`config.mk`:
```
export PLATFORM = sky130hd
export DESIGN_NAME = converter_control_second
export DESIGN_NICKNAME = d
export VERILOG_FILES = /design/src/rtl/conv_ctrl_pkg.sv /design/src/rtl/event_sync.sv /design/src/rtl/converter_control_second.sv
export SDC_FILE = /design/constraint.sdc
export NUM_CORES = 1
export LEC_CHECK = 0
export BUFFER_PORTS_ARGS = -buffer_cell sky130_fd_sc_hd__buf_2
export CAP_MARGIN = 20
export CORE_MARGIN = 4
export CORE_UTILIZATION = 40
export DETAILED_ROUTE_END_ITERATION = 8
export PLACE_DENSITY = 0.78
export SLEW_MARGIN = 20
export SYNTH_ARGS = -nofsm -noshare
export SYNTH_HDL_FRONTEND = slang
export SYNTH_SLANG_ARGS = --single-unit
```
`constraint.sdc`:
```
create_clock -name pclk -period 1.9 [get_ports pclk]
set_input_delay 0.095 -clock pclk [delete_from_list [all_inputs] [get_ports pclk]]
set_output_delay 0.095 -clock pclk [all_outputs]
set_load 0.1 [all_outputs]
```
`src/rtl/conv_ctrl_pkg.sv`:
```
`default_nettype none
package conv_ctrl_pkg;
	// Register map
	localparam int          ADDR_WIDTH     = 12;
	localparam logic [11:0] CTRL_OFFSET    = 12'h008;
	localparam logic [31:0] CTRL_RESET     = 32'h0000_0000;
	// Field positions inside the control word
	localparam int          POWER_BIT      = 0;
	localparam int          REPEAT_BIT     = 1;
	localparam int          CAL_BIT        = 2;
	localparam int          TRIM_BIT       = 3;
	localparam int          DMA_BIT        = 8;
	// Bits that hold storage; everything else reads as zero
	localparam logic [31:0] STORED_MASK    = 32'h0000_010F;
	// Stored bits other than the enable, used for the changed-bits check
	localparam logic [31:0] OTHER_MASK     = 32'h0000_010E;
	// Converter instance that never raises transfer requests
	localparam int          NO_REQ_INSTANCE = 2;
	// Synchroniser depth for inputs from the analog side
	localparam int          SYNC_STAGES    = 3;
endpackage
`default_nettype wire

```
`src/rtl/event_sync.sv`:
```
`default_nettype none
module event_sync
	import conv_ctrl_pkg::*;
(
	// Clock and reset
	input  wire logic pclk,
	input  wire logic presetn,
	// Toggle from the analog domain
	input  wire logic toggle_in,
	// One-cycle pulse per accepted toggle change
	output logic      event_pulse
);
	logic [SYNC_STAGES-1:0] stages;
	logic                   stable;
	logic                   next_stable;
	logic                   next_pulse;

	// A change counts once the second and third stages agree
	always_comb
	begin
		next_stable = stable;
		next_pulse  = 1'b0;
		if (stages[1] == stages[2] && stages[2] != stable)
		begin
			next_stable = stages[2];
			next_pulse  = 1'b1;
		end
	end

	// Shift chain and edge state
	always_ff @(posedge pclk or negedge presetn)
	begin
		if (!presetn)
		begin
			stages      <= '0;
			stable      <= 1'b0;
			event_pulse <= 1'b0;
		end
		else
		begin
			stages      <= {stages[SYNC_STAGES-2:0], toggle_in};
			stable      <= next_stable;
			event_pulse <= next_pulse;
		end
	end
endmodule
`default_nettype wire

```
`src/rtl/converter_control_second.sv`:
```
`default_nettype none
// Contract
// RULE1: Register at 0x08, resets to all zero
// RULE2: Enable write from 0 powers up, starts
// RULE3: Enable write while on restarts conversion only
// RULE4: Enable write 0 stops everything, powers down
// RULE5: No start when other bits change too
// RULE6: Bit 1 picks single or continuous conversion
// RULE7: Calibration bit self-clears when calibration finishes
// RULE8: Trim clear bit self-clears when done
// RULE9: Second instance never raises transfer requests
// RULE10: One request per conversion while enabled
module converter_control_second
	import conv_ctrl_pkg::*;
#(
	parameter int INSTANCE = 1
)
(
	// Clock and reset
	input  wire logic                              pclk,
	input  wire logic                              presetn,
	// APB slave
	input  wire logic                              psel,
	input  wire logic                              penable,
	input  wire logic                              pwrite,
	input  wire logic [conv_ctrl_pkg::ADDR_WIDTH-1:0] paddr,
	input  wire logic [31:0]                       pwdata,
	output logic      [31:0]                       prdata,
	output logic                                   pready,
	output logic                                   pslverr,
	// Toggles from the analog core
	input  wire logic                              conv_done_toggle,
	input  wire logic                              cal_done_toggle,
	input  wire logic                              trim_done_toggle,
	// Controls to the analog core
	output logic                                   converter_power_start,
	output logic                                   repeat_conversion_select,
	output logic                                   calibration_run,
	output logic                                   trim_store_clear,
	output logic                                   conversion_start,
	// Request to the transfer controller
	output logic                                   transfer_request
);
	logic        transfer_request_enable;
	logic        conv_done;
	logic        cal_done;
	logic        trim_done;
	logic        access_fire;
	logic        write_fire;
	logic        ctrl_hit;
	logic        others_changed;
	logic [31:0] ctrl_word;
	logic        next_power;
	logic        next_repeat;
	logic        next_cal;
	logic        next_trim;
	logic        next_dma_en;
	logic        next_start;
	logic        next_request;
	logic [31:0] next_prdata;
	logic        next_pready;
	logic        next_pslverr;

	// Analog side events enter through three-stage synchronisers
	event_sync u_conv_sync
	(
		.pclk        (pclk),
		.presetn     (presetn),
		.toggle_in   (conv_done_toggle),
		.event_pulse (conv_done)
	);
	event_sync u_cal_sync
	(
		.pclk        (pclk),
		.presetn     (presetn),
		.toggle_in   (cal_done_toggle),
		.event_pulse (cal_done)
	);
	event_sync u_trim_sync
	(
		.pclk        (pclk),
		.presetn     (presetn),
		.toggle_in   (trim_done_toggle),
		.event_pulse (trim_done)
	);

	// Bus decode and current register image
	assign ctrl_hit    = (paddr == CTRL_OFFSET);
	assign access_fire = psel & penable & pready;
	assign write_fire  = access_fire & pwrite & ctrl_hit;
	always_comb
	begin
		ctrl_word           = CTRL_RESET;
		ctrl_word[POWER_BIT]  = converter_power_start;
		ctrl_word[REPEAT_BIT] = repeat_conversion_select;
		ctrl_word[CAL_BIT]    = calibration_run;
		ctrl_word[TRIM_BIT]   = trim_store_clear;
		ctrl_word[DMA_BIT]    = transfer_request_enable;
	end
	assign others_changed = ((pwdata & OTHER_MASK) != (ctrl_word & OTHER_MASK));

	// APB answer: ready one cycle after setup, data captured in setup
	always_comb
	begin
		next_pready  = psel & ~penable;
		next_prdata  = prdata;
		next_pslverr = 1'b0;
		if (psel && !penable)
		begin
			next_prdata  = ctrl_hit && !pwrite ? (ctrl_word & STORED_MASK) : 32'h0000_0000; // RULE1
			next_pslverr = ~ctrl_hit;
		end
	end

	// Bus answer registers
	always_ff @(posedge pclk or negedge presetn)
	begin
		if (!presetn)
		begin
			prdata  <= 32'h0000_0000;
			pready  <= 1'b0;
			pslverr <= 1'b0;
		end
		else
		begin
			prdata  <= next_prdata;
			pready  <= next_pready;
			pslverr <= next_pslverr;
		end
	end

	// Control fields, conversion start and transfer request
	always_comb
	begin
		next_power   = converter_power_start;
		next_repeat  = repeat_conversion_select;
		next_cal     = calibration_run;
		next_trim    = trim_store_clear;
		next_dma_en  = transfer_request_enable;
		next_start   = 1'b0;
		next_request = 1'b0;
		// Hardware completion clears; a set in the same cycle wins below unless the write powers down
		if (cal_done)
		begin
			next_cal = 1'b0; // RULE7
		end
		if (trim_done)
		begin
			next_trim = 1'b0; // RULE8
		end
		// Continuous mode reissues a start after every conversion
		if (conv_done && converter_power_start && repeat_conversion_select)
		begin
			next_start = 1'b1; // RULE6
		end
		// One request per finished conversion, never on instance two
		if (conv_done && transfer_request_enable && INSTANCE != NO_REQ_INSTANCE)
		begin
			next_request = 1'b1; // RULE9 RULE10
		end
		if (write_fire)
		begin
			next_repeat = pwdata[REPEAT_BIT];
			next_dma_en = pwdata[DMA_BIT];
			if (pwdata[CAL_BIT])
			begin
				next_cal = 1'b1; // RULE7
			end
			if (pwdata[TRIM_BIT])
			begin
				next_trim = 1'b1; // RULE8
			end
			if (!pwdata[POWER_BIT])
			begin
				// Power down aborts conversion and calibration work
				next_power = 1'b0; // RULE4
				next_cal   = 1'b0; // RULE4
				next_trim  = 1'b0; // RULE4
				next_start = 1'b0; // RULE4
			end
			else if (others_changed)
			begin
				// Mixed write: enable follows but no conversion is started
				next_power = 1'b1;
				next_start = 1'b0; // RULE5
			end
			else
			begin
				// From off this powers up; from on it only restarts
				next_power = 1'b1; // RULE2 RULE3
				next_start = 1'b1; // RULE2 RULE3
			end
		end
	end

	// Control registers, all zero after reset
	always_ff @(posedge pclk or negedge presetn)
	begin
		if (!presetn)
		begin
			converter_power_start    <= 1'b0; // RULE1
			repeat_conversion_select <= 1'b0;
			calibration_run          <= 1'b0;
			trim_store_clear         <= 1'b0;
			transfer_request_enable  <= 1'b0;
			conversion_start         <= 1'b0;
			transfer_request         <= 1'b0;
		end
		else
		begin
			converter_power_start    <= next_power;
			repeat_conversion_select <= next_repeat;
			calibration_run          <= next_cal;
			trim_store_clear         <= next_trim;
			transfer_request_enable  <= next_dma_en;
			conversion_start         <= next_start;
			transfer_request         <= next_request;
		end
	end

	// Reserved bits of a register read are zero
	chk_read_reserved: assert property (@(posedge pclk) disable iff (!presetn) // RULE1
		(psel && penable && pready && ctrl_hit) |-> ((prdata & ~STORED_MASK) == 32'h0000_0000))
		else $error("reserved control bits read nonzero");

	// Enable from off powers up and starts one conversion
	chk_power_up_start: assert property (@(posedge pclk) disable iff (!presetn) // RULE2
		(write_fire && pwdata[POWER_BIT] && !converter_power_start && !others_changed)
		|=> (converter_power_start && conversion_start)
		##1 (!conversion_start || $past(conv_done && repeat_conversion_select)))
		else $error("enable from off did not power up and start");

	// Enable while on restarts without touching power
	chk_restart_on: assert property (@(posedge pclk) disable iff (!presetn) // RULE3
		(write_fire && pwdata[POWER_BIT] && converter_power_start && !others_changed)
		|=> (conversion_start && $stable(converter_power_start)))
		else $error("enable while on did not restart");

	// Writing zero to enable powers down and aborts calibration
	chk_power_down: assert property (@(posedge pclk) disable iff (!presetn) // RULE4
		(write_fire && !pwdata[POWER_BIT])
		|=> (!converter_power_start && !calibration_run && !trim_store_clear && !conversion_start))
		else $error("power down write left activity running");

	// A write that changes other bits never starts a conversion
	chk_mixed_no_start: assert property (@(posedge pclk) disable iff (!presetn) // RULE5
		(write_fire && pwdata[POWER_BIT] && others_changed && !conv_done) |=> !conversion_start)
		else $error("mixed write triggered a conversion");

	// Continuous mode restarts after each finished conversion
	chk_continuous: assert property (@(posedge pclk) disable iff (!presetn) // RULE6
		(conv_done && converter_power_start && repeat_conversion_select && !write_fire)
		|=> conversion_start)
		else $error("continuous mode failed to restart");

	// Single mode never restarts by itself
	chk_single_mode: assert property (@(posedge pclk) disable iff (!presetn) // RULE6
		(!write_fire && !repeat_conversion_select) |=> !conversion_start)
		else $error("single mode restarted on its own");

	// Calibration bit drops when calibration finishes
	chk_cal_clear: assert property (@(posedge pclk) disable iff (!presetn) // RULE7
		(cal_done && !write_fire) |=> !calibration_run)
		else $error("calibration bit stayed set after completion");

	// Trim clear bit drops when the clear finishes
	chk_trim_clear: assert property (@(posedge pclk) disable iff (!presetn) // RULE8
		(trim_done && !write_fire) |=> !trim_store_clear)
		else $error("trim clear bit stayed set after completion");

	// A software set of calibration beats a same-cycle completion
	chk_cal_set_wins: assert property (@(posedge pclk) disable iff (!presetn) // RULE7
		(write_fire && pwdata[POWER_BIT] && pwdata[CAL_BIT]) |=> calibration_run)
		else $error("calibration set lost against completion");

	// A software set of the trim clear beats a same-cycle completion
	chk_trim_set_wins: assert property (@(posedge pclk) disable iff (!presetn) // RULE8
		(write_fire && pwdata[POWER_BIT] && pwdata[TRIM_BIT]) |=> trim_store_clear)
		else $error("trim clear set lost against completion");

	// Instance two keeps its request line low at all times
	chk_no_req_inst: assert property (@(posedge pclk) disable iff (!presetn) // RULE9
		(INSTANCE == NO_REQ_INSTANCE) |-> !transfer_request)
		else $error("request raised on the non-requesting instance");

	// With transfers disabled no request follows
	chk_request_idle: assert property (@(posedge pclk) disable iff (!presetn) // RULE10
		!transfer_request_enable |=> !transfer_request)
		else $error("request raised while transfers disabled");

	// Requests only with the enable set and never on instance two
	chk_request_gate: assert property (@(posedge pclk) disable iff (!presetn) // RULE9
		transfer_request |-> ($past(transfer_request_enable) && $past(conv_done)
			&& INSTANCE != NO_REQ_INSTANCE))
		else $error("transfer request without cause");

	// One single-cycle request per finished conversion
	chk_request_pulse: assert property (@(posedge pclk) disable iff (!presetn) // RULE10
		(conv_done && transfer_request_enable && INSTANCE != NO_REQ_INSTANCE)
		|=> transfer_request ##1 !transfer_request)
		else $error("missing or stretched transfer request");
endmodule
`default_nettype wire

```
After elaboration in Yosys (flattened, before gate mapping)

Cells that the tools add are included.

Equal/unequal tests: 8
Muxes and demuxes: 19
Bitwise operators: 7
Reduce and logical (&&, ||, !) cells: 10

Operators with widths:

| kind                | number |
|---|---|
| $mux 1              | 18 |
| $eq 12x4->1 const B | 1 |
| $mux 9              | 1 |
| $logic_and 1x1->1   | 8 |
| $and 1x1->1         | 5 |
| $ne 4x4->1          | 1 |
| $eq 1x1->1          | 3 |
| $ne 1x1->1          | 3 |
| $logic_not 1->1     | 2 |
| $not 1->1           | 2 |

Flip-flop bits (word level): 56
Word-level logic and storage cells: 63

Depth between registers and ports, before layout

Gate-level depths: netlist (run 1).

Word-level depth: 5
Mapped depth: 5
Mapped depth without buffers: 4

Hierarchy

A second synthesis (run 1) with hierarchy kept.

Cell total of the unflattened synthesis: 106
Area, all modules: 1,343.8 sq um

Modules (own cells, without submodules):

| module                   | instances | cells an instance | area an instance (sq um) | sequential area each (sq um) |
|---|---|---|---|---|
| converter_control_second | 1         | 79                | 885.8                    | 350.3 |
| event_sync               | 3         | 9                 | 152.6                    | 125.1 |

Worst setup path before layout (run 1)

No wires, ideal clock.

Kind: reg2reg
Start: register pready
End: register repeat_conversion_select
Setup time: 0.127 ns
Arrival time: 1.800 ns
Required time: 1.773 ns
Slack: -0.026 ns
Cell stages (with the launch flop): 5
Path buffers: 1
Cells stage by stage: dfrtp_1 -> and4_1 -> and4_1 -> buf_6 -> mux2_4

Word-level cells in the longest chain between the ends: 3

Ends and longest elaborated chain:

| element                   | line                            | text |
|---|---|---|
| start, declared           | converter_control_second.sv:29  | `output logic pready,` |
| start signal, assigned    | converter_control_second.sv:127 | `pready <= next_pready;` |
| $and 1x1->1               | converter_control_second.sv:89  | `assign access_fire = psel & penable & pready;` |
| $and 1x1->1 (2 in series) | converter_control_second.sv:90  | `assign write_fire = access_fire & pwrite & ctrl_hit;` |
| end signal, assigned      | converter_control_second.sv:212 | `repeat_conversion_select <= next_repeat;` |
| end, declared             | converter_control_second.sv:37  | `output logic repeat_conversion_select,` |

No other way between the ends.
A chain may end at the register's enable or synchronous reset.

Worst setup path in the final report (run 1)

Ends and elaborated chain as after synthesis.

==> results of run 1 <==
cells in the final DEF, fill, tap and decap left out:
master / instances
buf_2: 37
dfrtp_1: 28
conb_1: 27
nand2_1: 7
nor2_1: 5
a22o_1: 5
clkbuf_4: 5
dlygate4sd3_1: 4
o21ai_0: 3
xnor2_1: 3
mux2_4: 3
maj3_1: 3
nor4_4: 2
and4_1: 2
nand4_1: 2
nor2b_1: 2
a21oi_1: 2
clkbuf_8: 2
and2_1: 1
nand2b_1: 1
inv_1: 1
nor4b_4: 1
a31oi_1: 1
or2_2: 1
a211oi_1: 1
a41o_1: 1
and2b_2: 1
nand3_1: 1
nor3_4: 1
clkinv_2: 1
dfrtp_2: 1
metal layers:
metal,track usage,vias up,share of wire
met1,0.113,410,0.32
li1,-,411,-
met4,0.0558,0,0.018
met3,0.0663,4,0.099
met5,0,-,0
met2,0.212,39,0.56
sequential cells by signal, summed over array words and instances (netlist names), 3 cells and up:
register / count
prdata: 5
u_cal_sync.stages: 3
u_conv_sync.stages: 3
u_trim_sync.stages: 3
cell type report:
| class | instances | area (sq um) |
|---|---|---|
| timing repair buffer | 41 | 225 |
| clock inverter | 1 | 5.00 |
| inverter | 1 | 3.75 |
| fill | 283 | 1550 |
| clock buffer | 7 | 65.1 |
| tap | 44 | 55.1 |
| multi-input combinational | 76 | 498 |
| sequential | 29 | 727 |
timing repair:
item / 4_1_cts / 5_1_grt
hold buffers: 4 / 0
hold endpoints to repair: 32 / 0
setup endpoints to repair: 0 / 0
per-stage QoR:
step | total power, uW | cells
after floorplan | 979 | 135
after global placement | 984 | 187
after detailed placement | 992 | 187
after CTS | 1420 | 199
after global routing | 1470 | 199
final | 1400 | 199
power by group through the flow:
stage | Clock, uW | Sequential [uW] | Combinational, uW
after floorplan | 0 | 680 | 299
after global placement | 0 | 665 | 319
after detailed placement | 0 | 667 | 324
after CTS | 434 | 655 | 331
after global routing | 471 | 658 | 345
final | 418 | 654 | 331
worst max-delay path by stage:
stage	end	slack, ns	depth (start not counted)
floorplan	repeat_conversion_select$_DFFE_PN0P_	0.25	4
global placement	converter_power_start$_DFFE_PN0P_	0.51	4
detailed placement	repeat_conversion_select$_DFFE_PN0P_	0.48	4
CTS	repeat_conversion_select$_DFFE_PN0P_	0.50	3
global route	repeat_conversion_select$_DFFE_PN0P_	0.44	3
finish	repeat_conversion_select$_DFFE_PN0P_	0.50	3
worst register-to-register path: cells and delay by family (launching register included):
kind / cells / cell delay (ns)
simple gates: 2 / 0.60
flops: 1 / 0.37
mux: 1 / 0.33
kinds of logic (layout without fill, tap and decap cells):
group,count (synthesis),after routing,share of synthesized area
AOI/OAI and AO/OA,13,13,0.0687
xor gates and xnor gates,3,3,0.0195
adders and majority gates,3,3,0.0223
buffers and inverters,30,50,0.164
DFF,29,29,0.539
muxes,3,3,0.0334
other,1,27,0.00278
and+or+nand+nor,27,27,0.150
==> reports/summary.txt, run 1 <==
Status: complete, no violations
Yosys warning total: 0
CTS clk-pin slew, worst paths: 0.09 ns
Mean Syn Cell Area: 12.4 sq um
PD cells: 889 mW/mm^2
Netlist cell types: 28
Fin. Hold Viols: 0
Final antenna-violating net count: 0
Most frequent cell after synthesis: dfrtp_1
Die Y: 66.0 um
WL final: 2390 um
Flops & latches, synth: 29
Largest net degree at the start of global routing: 30
Reg power frac: 0.466
Switching power: 508 uW
Sum Neg Setup Slack: 0 ns
R2R Path End: repeat_conversion_select$_DFFE_PN0P_
Actual slew at the worst max-slew pin: 0.614 ns
Site Rows: 20
Slowest stage delay, CP: 0.38 ns
Buffers on Ports: 37
Worst reg-to-reg path cell count: 3
LEAKAGE: 0.000826 uW
Clock power frac: 0.298
Nets: 206
Crit path buffers/inverters: 0
Vias in the first global route: 871
Synth area leaders: dfrtp_1 (54%), buf_4 (15%), mux2_4 (3.3%)
Post-place setup slack: 0.484 ns
Final instance area: 0.00158 sq mm
Pre-antenna DRT Iters: 4
Vias: 864
Hold depth: 2
Worst-path fanout max: 6
CP startpoint: pready$_DFF_PN0_
Die area: 0.00436 sq mm
Buffer depth of the longest clock path: 2
Final-report setup violation count: 0
Fin crit share: 0.736
Fmax: 0.715 GHz
RSZ-0062 raised after global routing: no
H-tree depth: 2
Reg2Reg Launch Point: pready$_DFF_PN0_
Post-synth top area share: 0.539
Post-layout util: 0.505
Setup slack, reg-to-reg: 0.50 ns
Startpoint Class: flip-flop
TritonCTS Buffers: 5
Sw Share: 0.362
Slew Limit Fails: 0
First-pass GRT wire length: 3860 um
CP arrival: 1.61 ns
Clock skew: 0.00258 ns
Slew HR: 0.591
CTS tree: built
Cells after Synth: 109
Area grow syn2layout: 17.2%
Clk_lat worst skew: 0.31 ns
Main synth FF type: dfrtp_1
Placement Cell Area: 0.00147 sq mm
Hpwl dp: 1950 um
CTS sink cnt: 29
Top-level port count: 92
Fin crit period: 1.40 ns
Starting density of the core: 0.431
Die width: 66.0 um
Worst Hold Launch: pwdata[8]
Initial antenna violation count: 0
Pint: 895 uW
GRT Resource Usage Total: 0.120
Hold Slack: 0.0379 ns
Synth cell count leaders: dfrtp_1 (29), buf_4 (27), nand2_1 (7)
Kind of critical path: flip-flop to flip-flop
Grt ovf: 0
Final GP Congestion: 0.764
EDFF count, synth: 0
Max-cap violations: 0
Root Buffer: clkbuf_4
Cell taking the most area after synthesis: dfrtp_1
Min-Delay Endpoint: transfer_request_enable$_DFFE_PN0P_
Routed len/inst: 12.0 um
Worst hold path type: input pin to flip-flop
Worst path top cell family by delay: simple AND/OR/NAND/NOR gates
DRT iter0 DRCs: 14
Vias/cell: 4.34
Critical Path End Type: flip-flop
Worst EP required: 2.11 ns
Comb power frac: 0.236
Cell mode on critical path: and4_1
Core area: 0.00313 sq mm
Crit-path cells: and4_1 > and4_1 > mux2_4
VDD IR-drop max: 0.661 mV
Crit-path slowest cell: and4_1
Register area share after synthesis: 0.539
Ys async rst share: 1.00
Postcts setup bufs: 0
Ant. Diodes: 0
Post-route DRC: 0
Share of layout cells above drive strength 1: 0.355
Mapped Area: 0.00135 sq mm
Setup ws final: 0.501 ns
Cts repair resizes: 0
Note: power is estimated with default switching activity, not from simulation.
==> run 2: changes to the inputs <==
--- a/config.mk
+++ b/config.mk
@@ -8,9 +8,9 @@
 export BUFFER_PORTS_ARGS = -buffer_cell sky130_fd_sc_hd__buf_2
 export CAP_MARGIN = 20
 export CORE_MARGIN = 4
-export CORE_UTILIZATION = 40
+export CORE_UTILIZATION = 37
 export DETAILED_ROUTE_END_ITERATION = 8
-export PLACE_DENSITY = 0.78
+export PLACE_DENSITY = 0.76
 export SLEW_MARGIN = 20
 export SYNTH_ARGS = -nofsm -noshare
 export SYNTH_HDL_FRONTEND = slang
==> constraint.sdc (replaced) <==
create_clock -name pclk -period 1.2 [get_ports pclk]
set_input_delay 0.06 -clock pclk [delete_from_list [all_inputs] [get_ports pclk]]
set_output_delay 0.06 -clock pclk [all_outputs]
set_load 0.1 [all_outputs]
==> run 2 against run 1 <==
Effect of this change: the run now ends with setup timing left; via count up 5.6%; worst setup slack lost 0.63 ns; cell area grew 14%; first-iteration DRC count is 57% higher; total power grew 72%; sequential power grew 59%; hold slack improved by 0.016 ns; global-route usage fell by 0.095 points; non-clock buffer count rose by 11; sequential cell count unchanged; combinational power grew 65%; fmax grew 5.3%; largest cell class unchanged; highest routed layer unchanged.
==> reports/summary.txt, run 2 (same netlist as run 1, synthesis figures left out) <==
Actual slew at the worst max-slew pin: 0.618 ns (was 0.614 ns)
Critical Path End Type: flip-flop (unchanged)
TritonCTS Buffers: 5 (unchanged)
Core area: 0.00342 sq mm (was 0.00313 sq mm)
Buffer depth of the longest clock path: 2 (unchanged)
Sum Neg Setup Slack: -0.457 ns (was 0 ns)
Max reg flops: 5 (unchanged)
GRT Resource Usage Total: 0.120 (about the same)
PD cells: 1340 mW/mm^2 (was 889 mW/mm^2)
Pre-antenna DRT Iters: 2 (was 4)
Share of layout cells above drive strength 1: 0.458 (was 0.355)
Worst-path fanout max: 6 (unchanged)
LEAKAGE: 0.000881 uW (was 0.000826 uW)
Max-cap violations: 0 (unchanged)
Violated checks: setup timing
Root Buffer: clkbuf_4 (unchanged)
Slew HR: 0.588 (was 0.591)
Kind of critical path: flip-flop to flip-flop (unchanged)
Fin crit period: 1.33 ns (was 1.40 ns)
Nets: 217 (was 206)
Fin. Hold Viols: 0 (unchanged)
Clock skew: 0.0121 ns (was 0.00258 ns)
Worst hold path type: input pin to flip-flop (unchanged)
Post-route DRC: 0 (unchanged)
Grt ovf: 0 (unchanged)
First-pass GRT wire length: 3870 um (was 3860 um)
Hpwl dp: 2000 um (was 1950 um)
CTS sink cnt: 29 (unchanged)
Die Y: 68.4 um (was 66.0 um)
Setup ws final: -0.129 ns (was 0.501 ns)
Initial antenna violation count: 0 (unchanged)
CP arrival: 1.54 ns (was 1.61 ns)
Biggest register: prdata (unchanged)
Starting density of the core: 0.395 (was 0.431)
H-tree depth: 2 (unchanged)
VDD IR-drop max: 0.808 mV (was 0.661 mV)
Final GP Congestion: 0.767 (was 0.764)
CTS tree: built (unchanged)
Startpoint Class: flip-flop (unchanged)
Area grow syn2layout: 33.4% (was 17.2%)
Vias: 912 (was 864)
Layout fillers: 300 (was 283)
Die width: 68.4 um (was 66.0 um)
Hold Slack: 0.0538 ns (was 0.0379 ns)
RSZ-0062 raised after global routing: yes (was no)
Vias/cell: 4.30 (was 4.34)
Site Rows: 21 (was 20)
Fmax: 0.753 GHz (was 0.715 GHz)
Vias in the first global route: 872 (was 871)
Largest net degree at the start of global routing: 30 (unchanged)
Top-level port count: 92 (unchanged)
DRT iter0 DRCs: 22 (was 14)
Fin crit share: 1.11 (was 0.736)
Die area: 0.00467 sq mm (was 0.00436 sq mm)
Ant. Diodes: 0 (unchanged)
Reg area: 748 sq um (was 727 sq um)
Routed len/inst: 12.2 um (was 12.0 um)
Most common cell after layout, fill and taps aside: buf_2 (unchanged)
Commonest cells after routing, fill and taps aside: buf_2 (28), conb_1 (27), dfrtp_1 (19), buf_4 (12) (was buf_2 (37), dfrtp_1 (28), conb_1 (27), nand2_1 (7))
Slew Limit Fails: 0 (unchanged)
Status: finished with violations (was complete, no violations)
WL final: 2580 um (was 2390 um)
Final-report setup violation count: 7 (was 0)
CTS clk-pin slew, worst paths: 0.09 ns (about the same)
Worst EP required: 1.41 ns (was 2.11 ns)
Buffers on Ports: 37 (unchanged)
Final antenna-violating net count: 0 (unchanged)
Clk_lat worst skew: 0.33 ns (was 0.31 ns)
Area of the multi-input gates: 520 sq um (was 498 sq um)
[run 2: cell types whose count changed in the layout (fill, tap and decap cells not counted), moves of 4 or more]
cell / delta
buf_2: -9
buf_4: +12
dfrtp_4: +4
dfrtp_1: -9
dfrtp_2: +5
[run 2: final cells by class]
type | instances | area share
Clock buffer | 7 | 0.0306
Clock inverter | 1 | 0.0167
Multi-Input combinational cell | 76 | 0.289
Sequential cell | 29 | 0.416
Inverter | 1 | 0.00209
Timing Repair Buffer | 52 | 0.213
Tap cell | 46 | 0.0320
[run 2: where the power goes]
group / switching (uW) / leakage, uW / internal, uW
clock: 334 / 0.0000455 / 497
sequential: 22.5 / 0.000355 / 1010
combinational: 465 / 0.000481 / 80.5
[run 2: final timing paths]
| kind | start | end | slack [ns] | cells past startpoint |
|---|---|---|---|---|
| worst max-delay path | pready$_DFF_PN0_ | repeat_conversion_select$_DFFE_PN0P_ | -0.13 | 3 |
| worst min-delay path | pwdata[2] | calibration_run$_DFF_PN0_ | 0.05 | 3 |
| worst max register to register | pready$_DFF_PN0_ | repeat_conversion_select$_DFFE_PN0P_ | -0.13 | 3 |
| worst min register to register | u_conv_sync.stages[0]$_DFF_PN0_ | u_conv_sync.stages[1]$_DFF_PN0_ | 0.36 | 0 |
| max in group asynchronous | presetn | repeat_conversion_select$_DFFE_PN0P_ | 0.46 | 2 |
| min in group asynchronous | presetn | prdata[3]$_DFFE_PN0N_ | 0.27 | 2 |
[run 2: worst max-delay path, cell delays in order (launching register included)]
cell,delay (ns)
dfrtp_4,0.41
and4_4,0.21
and4_4,0.29
mux2_4,0.31
[run 2: repair_timing]
item / in CTS / in global routing
gates resized for setup: 11 / 3
buffers inserted: 1 / 0
pin swaps: 1 / 0
hold buffers: 7 / 0
cloned: 0 / 0
endpoints found under the setup margin: 15 / 9
endpoints found under the hold margin: 35 / 0
[run 2: stage by stage]
step	utilization	std cells	cell area [sq um]	setup WS (ns)	total power, uW
2_1_floorplan	-	135	1470	-0.364	1550
3_3_place_gp	0.468	197	1600	-0.150	1570
3_5_place_dp	0.468	197	1600	-0.212	1580
4_1_cts	0.522	212	1780	-0.127	2440
5_1_grt	0.526	212	1800	-0.161	2510
6_report	0.526	212	1800	-0.129	2410
[run 2: routing by layer]
layer,vias to the layer above,routed length [um],global-route usage
li1,431,-,-
met1,426,1000,0.146
met2,44,1240,0.168
met3,11,220,0.0427
met4,0,118,0.0943
met5,-,0,0
==> run 3: changes to the inputs <==
--- a/config.mk
+++ b/config.mk
@@ -11,6 +11,7 @@
 export CORE_UTILIZATION = 37
 export DETAILED_ROUTE_END_ITERATION = 8
 export PLACE_DENSITY = 0.76
+export SETUP_SLACK_MARGIN = 0.1
 export SLEW_MARGIN = 20
 export SYNTH_ARGS = -nofsm -noshare
 export SYNTH_HDL_FRONTEND = slang
==> run 3 against run 2 <==
Effect of this change: the flow still finishes with violations (setup timing); total power rose by 0.20%; critical path depth did not move; combinational power barely moved; routed wire length rose by 2.6%; clock power rose by 0.5%; via count rose by 0.66%; largest cell class unchanged; global-route usage rose by 0.31 points; worst setup slack got worse by 0.0028 ns; critical endpoint unchanged; sequential share of layout area fell by 1.2 points; largest power group unchanged; clock-buffer cell count did not move.
==> reports/summary.txt, run 3 (same netlist as run 1, synthesis figures left out) <==
Status: finished with violations (unchanged)
Violated checks: setup timing (unchanged)
Most common cell after layout, fill and taps aside: conb_1 (was buf_2)
Biggest register: prdata (unchanged)
LEAKAGE: 0.000906 uW (was 0.000881 uW)
Die Y: 68.4 um (unchanged)
CTS clk-pin slew, worst paths: 0.09 ns (about the same)
Setup slack, reg-to-reg: -0.13 ns (about the same)
Area grow syn2layout: 37.3% (was 33.4%)
Die area: 0.00467 sq mm (unchanged)
Worst EP required: 1.41 ns (about the same)
Startpoint Class: flip-flop (unchanged)
First-pass GRT wire length: 3970 um (was 3870 um)
Worst path top cell family by delay: simple AND/OR/NAND/NOR gates (unchanged)
Worst-path fanout max: 6 (unchanged)
Crit path buffers/inverters: 0 (unchanged)
Final GP Congestion: 0.767 (unchanged)
Routed len/inst: 12.3 um (was 12.2 um)
Ant. Diodes: 0 (unchanged)
Sum Neg Setup Slack: -0.468 ns (was -0.457 ns)
Fin crit share: 1.11 (about the same)
Die width: 68.4 um (unchanged)
Placement Cell Area: 0.00160 sq mm (unchanged)
Core area: 0.00342 sq mm (unchanged)
Buffer depth of the longest clock path: 2 (unchanged)
Hold Slack: 0.0486 ns (was 0.0538 ns)
Slew Limit Fails: 0 (unchanged)
Clock skew: 0.0125 ns (was 0.0121 ns)
Vias: 918 (was 912)
Largest net degree at the start of global routing: 30 (unchanged)
CP arrival: 1.54 ns (about the same)
R2R Path End: repeat_conversion_select$_DFFE_PN0P_ (unchanged)
Crit-path cells: and4_4 > and4_4 > mux2_4 (unchanged)
Post-place setup slack: -0.212 ns (unchanged)
Starting density of the core: 0.395 (unchanged)
Slew HR: 0.586 (was 0.588)
Critical Path End Type: flip-flop (unchanged)
Layout fillers: 293 (was 300)
H-tree depth: 2 (unchanged)
Site Rows: 21 (unchanged)
Fin. Hold Viols: 0 (unchanged)
Grt ovf: 0 (unchanged)
Crit-path slowest cell: dfrtp_4 (unchanged)
CP startpoint: pready$_DFF_PN0_ (unchanged)
Top-level port count: 92 (unchanged)
Fin crit period: 1.33 ns (about the same)
Worst hold path type: input pin to flip-flop (unchanged)
Vias in the first global route: 899 (was 872)
Post-layout util: 0.542 (was 0.526)
Kind of critical path: flip-flop to flip-flop (unchanged)
Final-report setup violation count: 7 (unchanged)
RSZ-0062 raised after global routing: yes (unchanged)
PD cells: 1310 mW/mm^2 (was 1340 mW/mm^2)
GRT Resource Usage Total: 0.123 (was 0.120)
Vias/cell: 4.25 (was 4.30)
Critical path depth in cells: 3 (unchanged)
Buffers on Ports: 37 (unchanged)
Final antenna-violating net count: 0 (unchanged)
Worst reg-to-reg path cell count: 3 (unchanged)
Pre-antenna DRT Iters: 5 (was 2)
CTS tree: built (unchanged)
Actual slew at the worst max-slew pin: 0.621 ns (was 0.618 ns)
Post-route DRC: 0 (unchanged)
Max-cap violations: 0 (unchanged)
Root Buffer: clkbuf_4 (unchanged)
Fmax: 0.751 GHz (was 0.753 GHz)
Cell mode on critical path: and4_4 (unchanged)
Clk_lat worst skew: 0.33 ns (about the same)
Hold depth: 3 (unchanged)
Commonest cells after routing, fill and taps aside: conb_1 (27), buf_2 (25), dfrtp_1 (19), buf_4 (15) (was buf_2 (28), conb_1 (27), dfrtp_1 (19), buf_4 (12))
Worst setup path end: repeat_conversion_select$_DFFE_PN0P_ (unchanged)
VDD IR-drop max: 0.808 mV (about the same)
Max reg flops: 5 (unchanged)
WL final: 2650 um (was 2580 um)
DRT iter0 DRCs: 25 (was 22)
CTS sink cnt: 29 (unchanged)
Final instance area: 0.00185 sq mm (was 0.00180 sq mm)
Slowest stage delay, CP: 0.41 ns (about the same)
Setup ws final: -0.132 ns (was -0.129 ns)
Hpwl dp: 2000 um (unchanged)
Nets: 221 (was 217)
Initial antenna violation count: 0 (unchanged)
TritonCTS Buffers: 5 (unchanged)
Reg2Reg Launch Point: pready$_DFF_PN0_ (unchanged)
Share of layout cells above drive strength 1: 0.471 (was 0.458)
-- run 3: worst min-delay path by stage --
| stage | slack (ns) | startpoint | end |
|---|---|---|---|
| finish | 0.05 | pwdata[2] | calibration_run$_DFF_PN0_ |
| global route | 0.05 | pwdata[3] | trim_store_clear$_DFF_PN0_ |
| CTS | 0.02 | pwdata[2] | calibration_run$_DFF_PN0_ |
| detailed placement | 0.11 | presetn | u_conv_sync.stages[0]$_DFF_PN0_ |
| global placement | 0.1 | presetn | u_trim_sync.stages[0]$_DFF_PN0_ |
| floorplan | -0.24 | presetn | conversion_start$_DFF_PN0_ |
-- run 3: per-stage QoR --
step | instances | power, uW
global placement | 197 | 1570
global route | 216 | 2510
finish | 216 | 2420
CTS | 216 | 2440
detailed placement | 197 | 1580
floorplan | 135 | 1550
-- run 3: layer usage --
layer  track usage  vias up  part of all wire
met2         0.178       44              0.48
met4        0.0943        0             0.044
met1         0.147      423              0.39
li1              -      439                 -
met5             0        -                 0
met3        0.0427       12             0.083
-- run 3: cell type report --
type                    instances  area [sq um]  area share
clock buffers                   7          55.1      0.0297
inverters                       1          3.75     0.00203
well taps                      46          57.6      0.0311
multi-input cells              76           520       0.281
flip-flops and latches         29           748       0.404
clock inverters                 1          30.0      0.0162
repair buffers                 56           435       0.235
-- run 3: worst min-delay path, delay by kind of cell --
family	cells	cell delay (ns)
simple gates	1	0.10
buf+inv	1	0.11
compound gates	1	0.08
-- run 3: where the power goes --
group / switching, uW / internal (uW) / leakage, uW
clock network: 338 / 497 / 0.0000455
registers: 22.1 / 1010 / 0.000355
logic: 465 / 81.6 / 0.000506
-- run 3: repair_timing --
item,in CTS,in global routing
buffers inserted,4,0
hold buffers,7,0
resized for setup,15,6
hold endpoints to repair,35,0
endpoints found under the setup margin,19,13
pin swaps,1,0
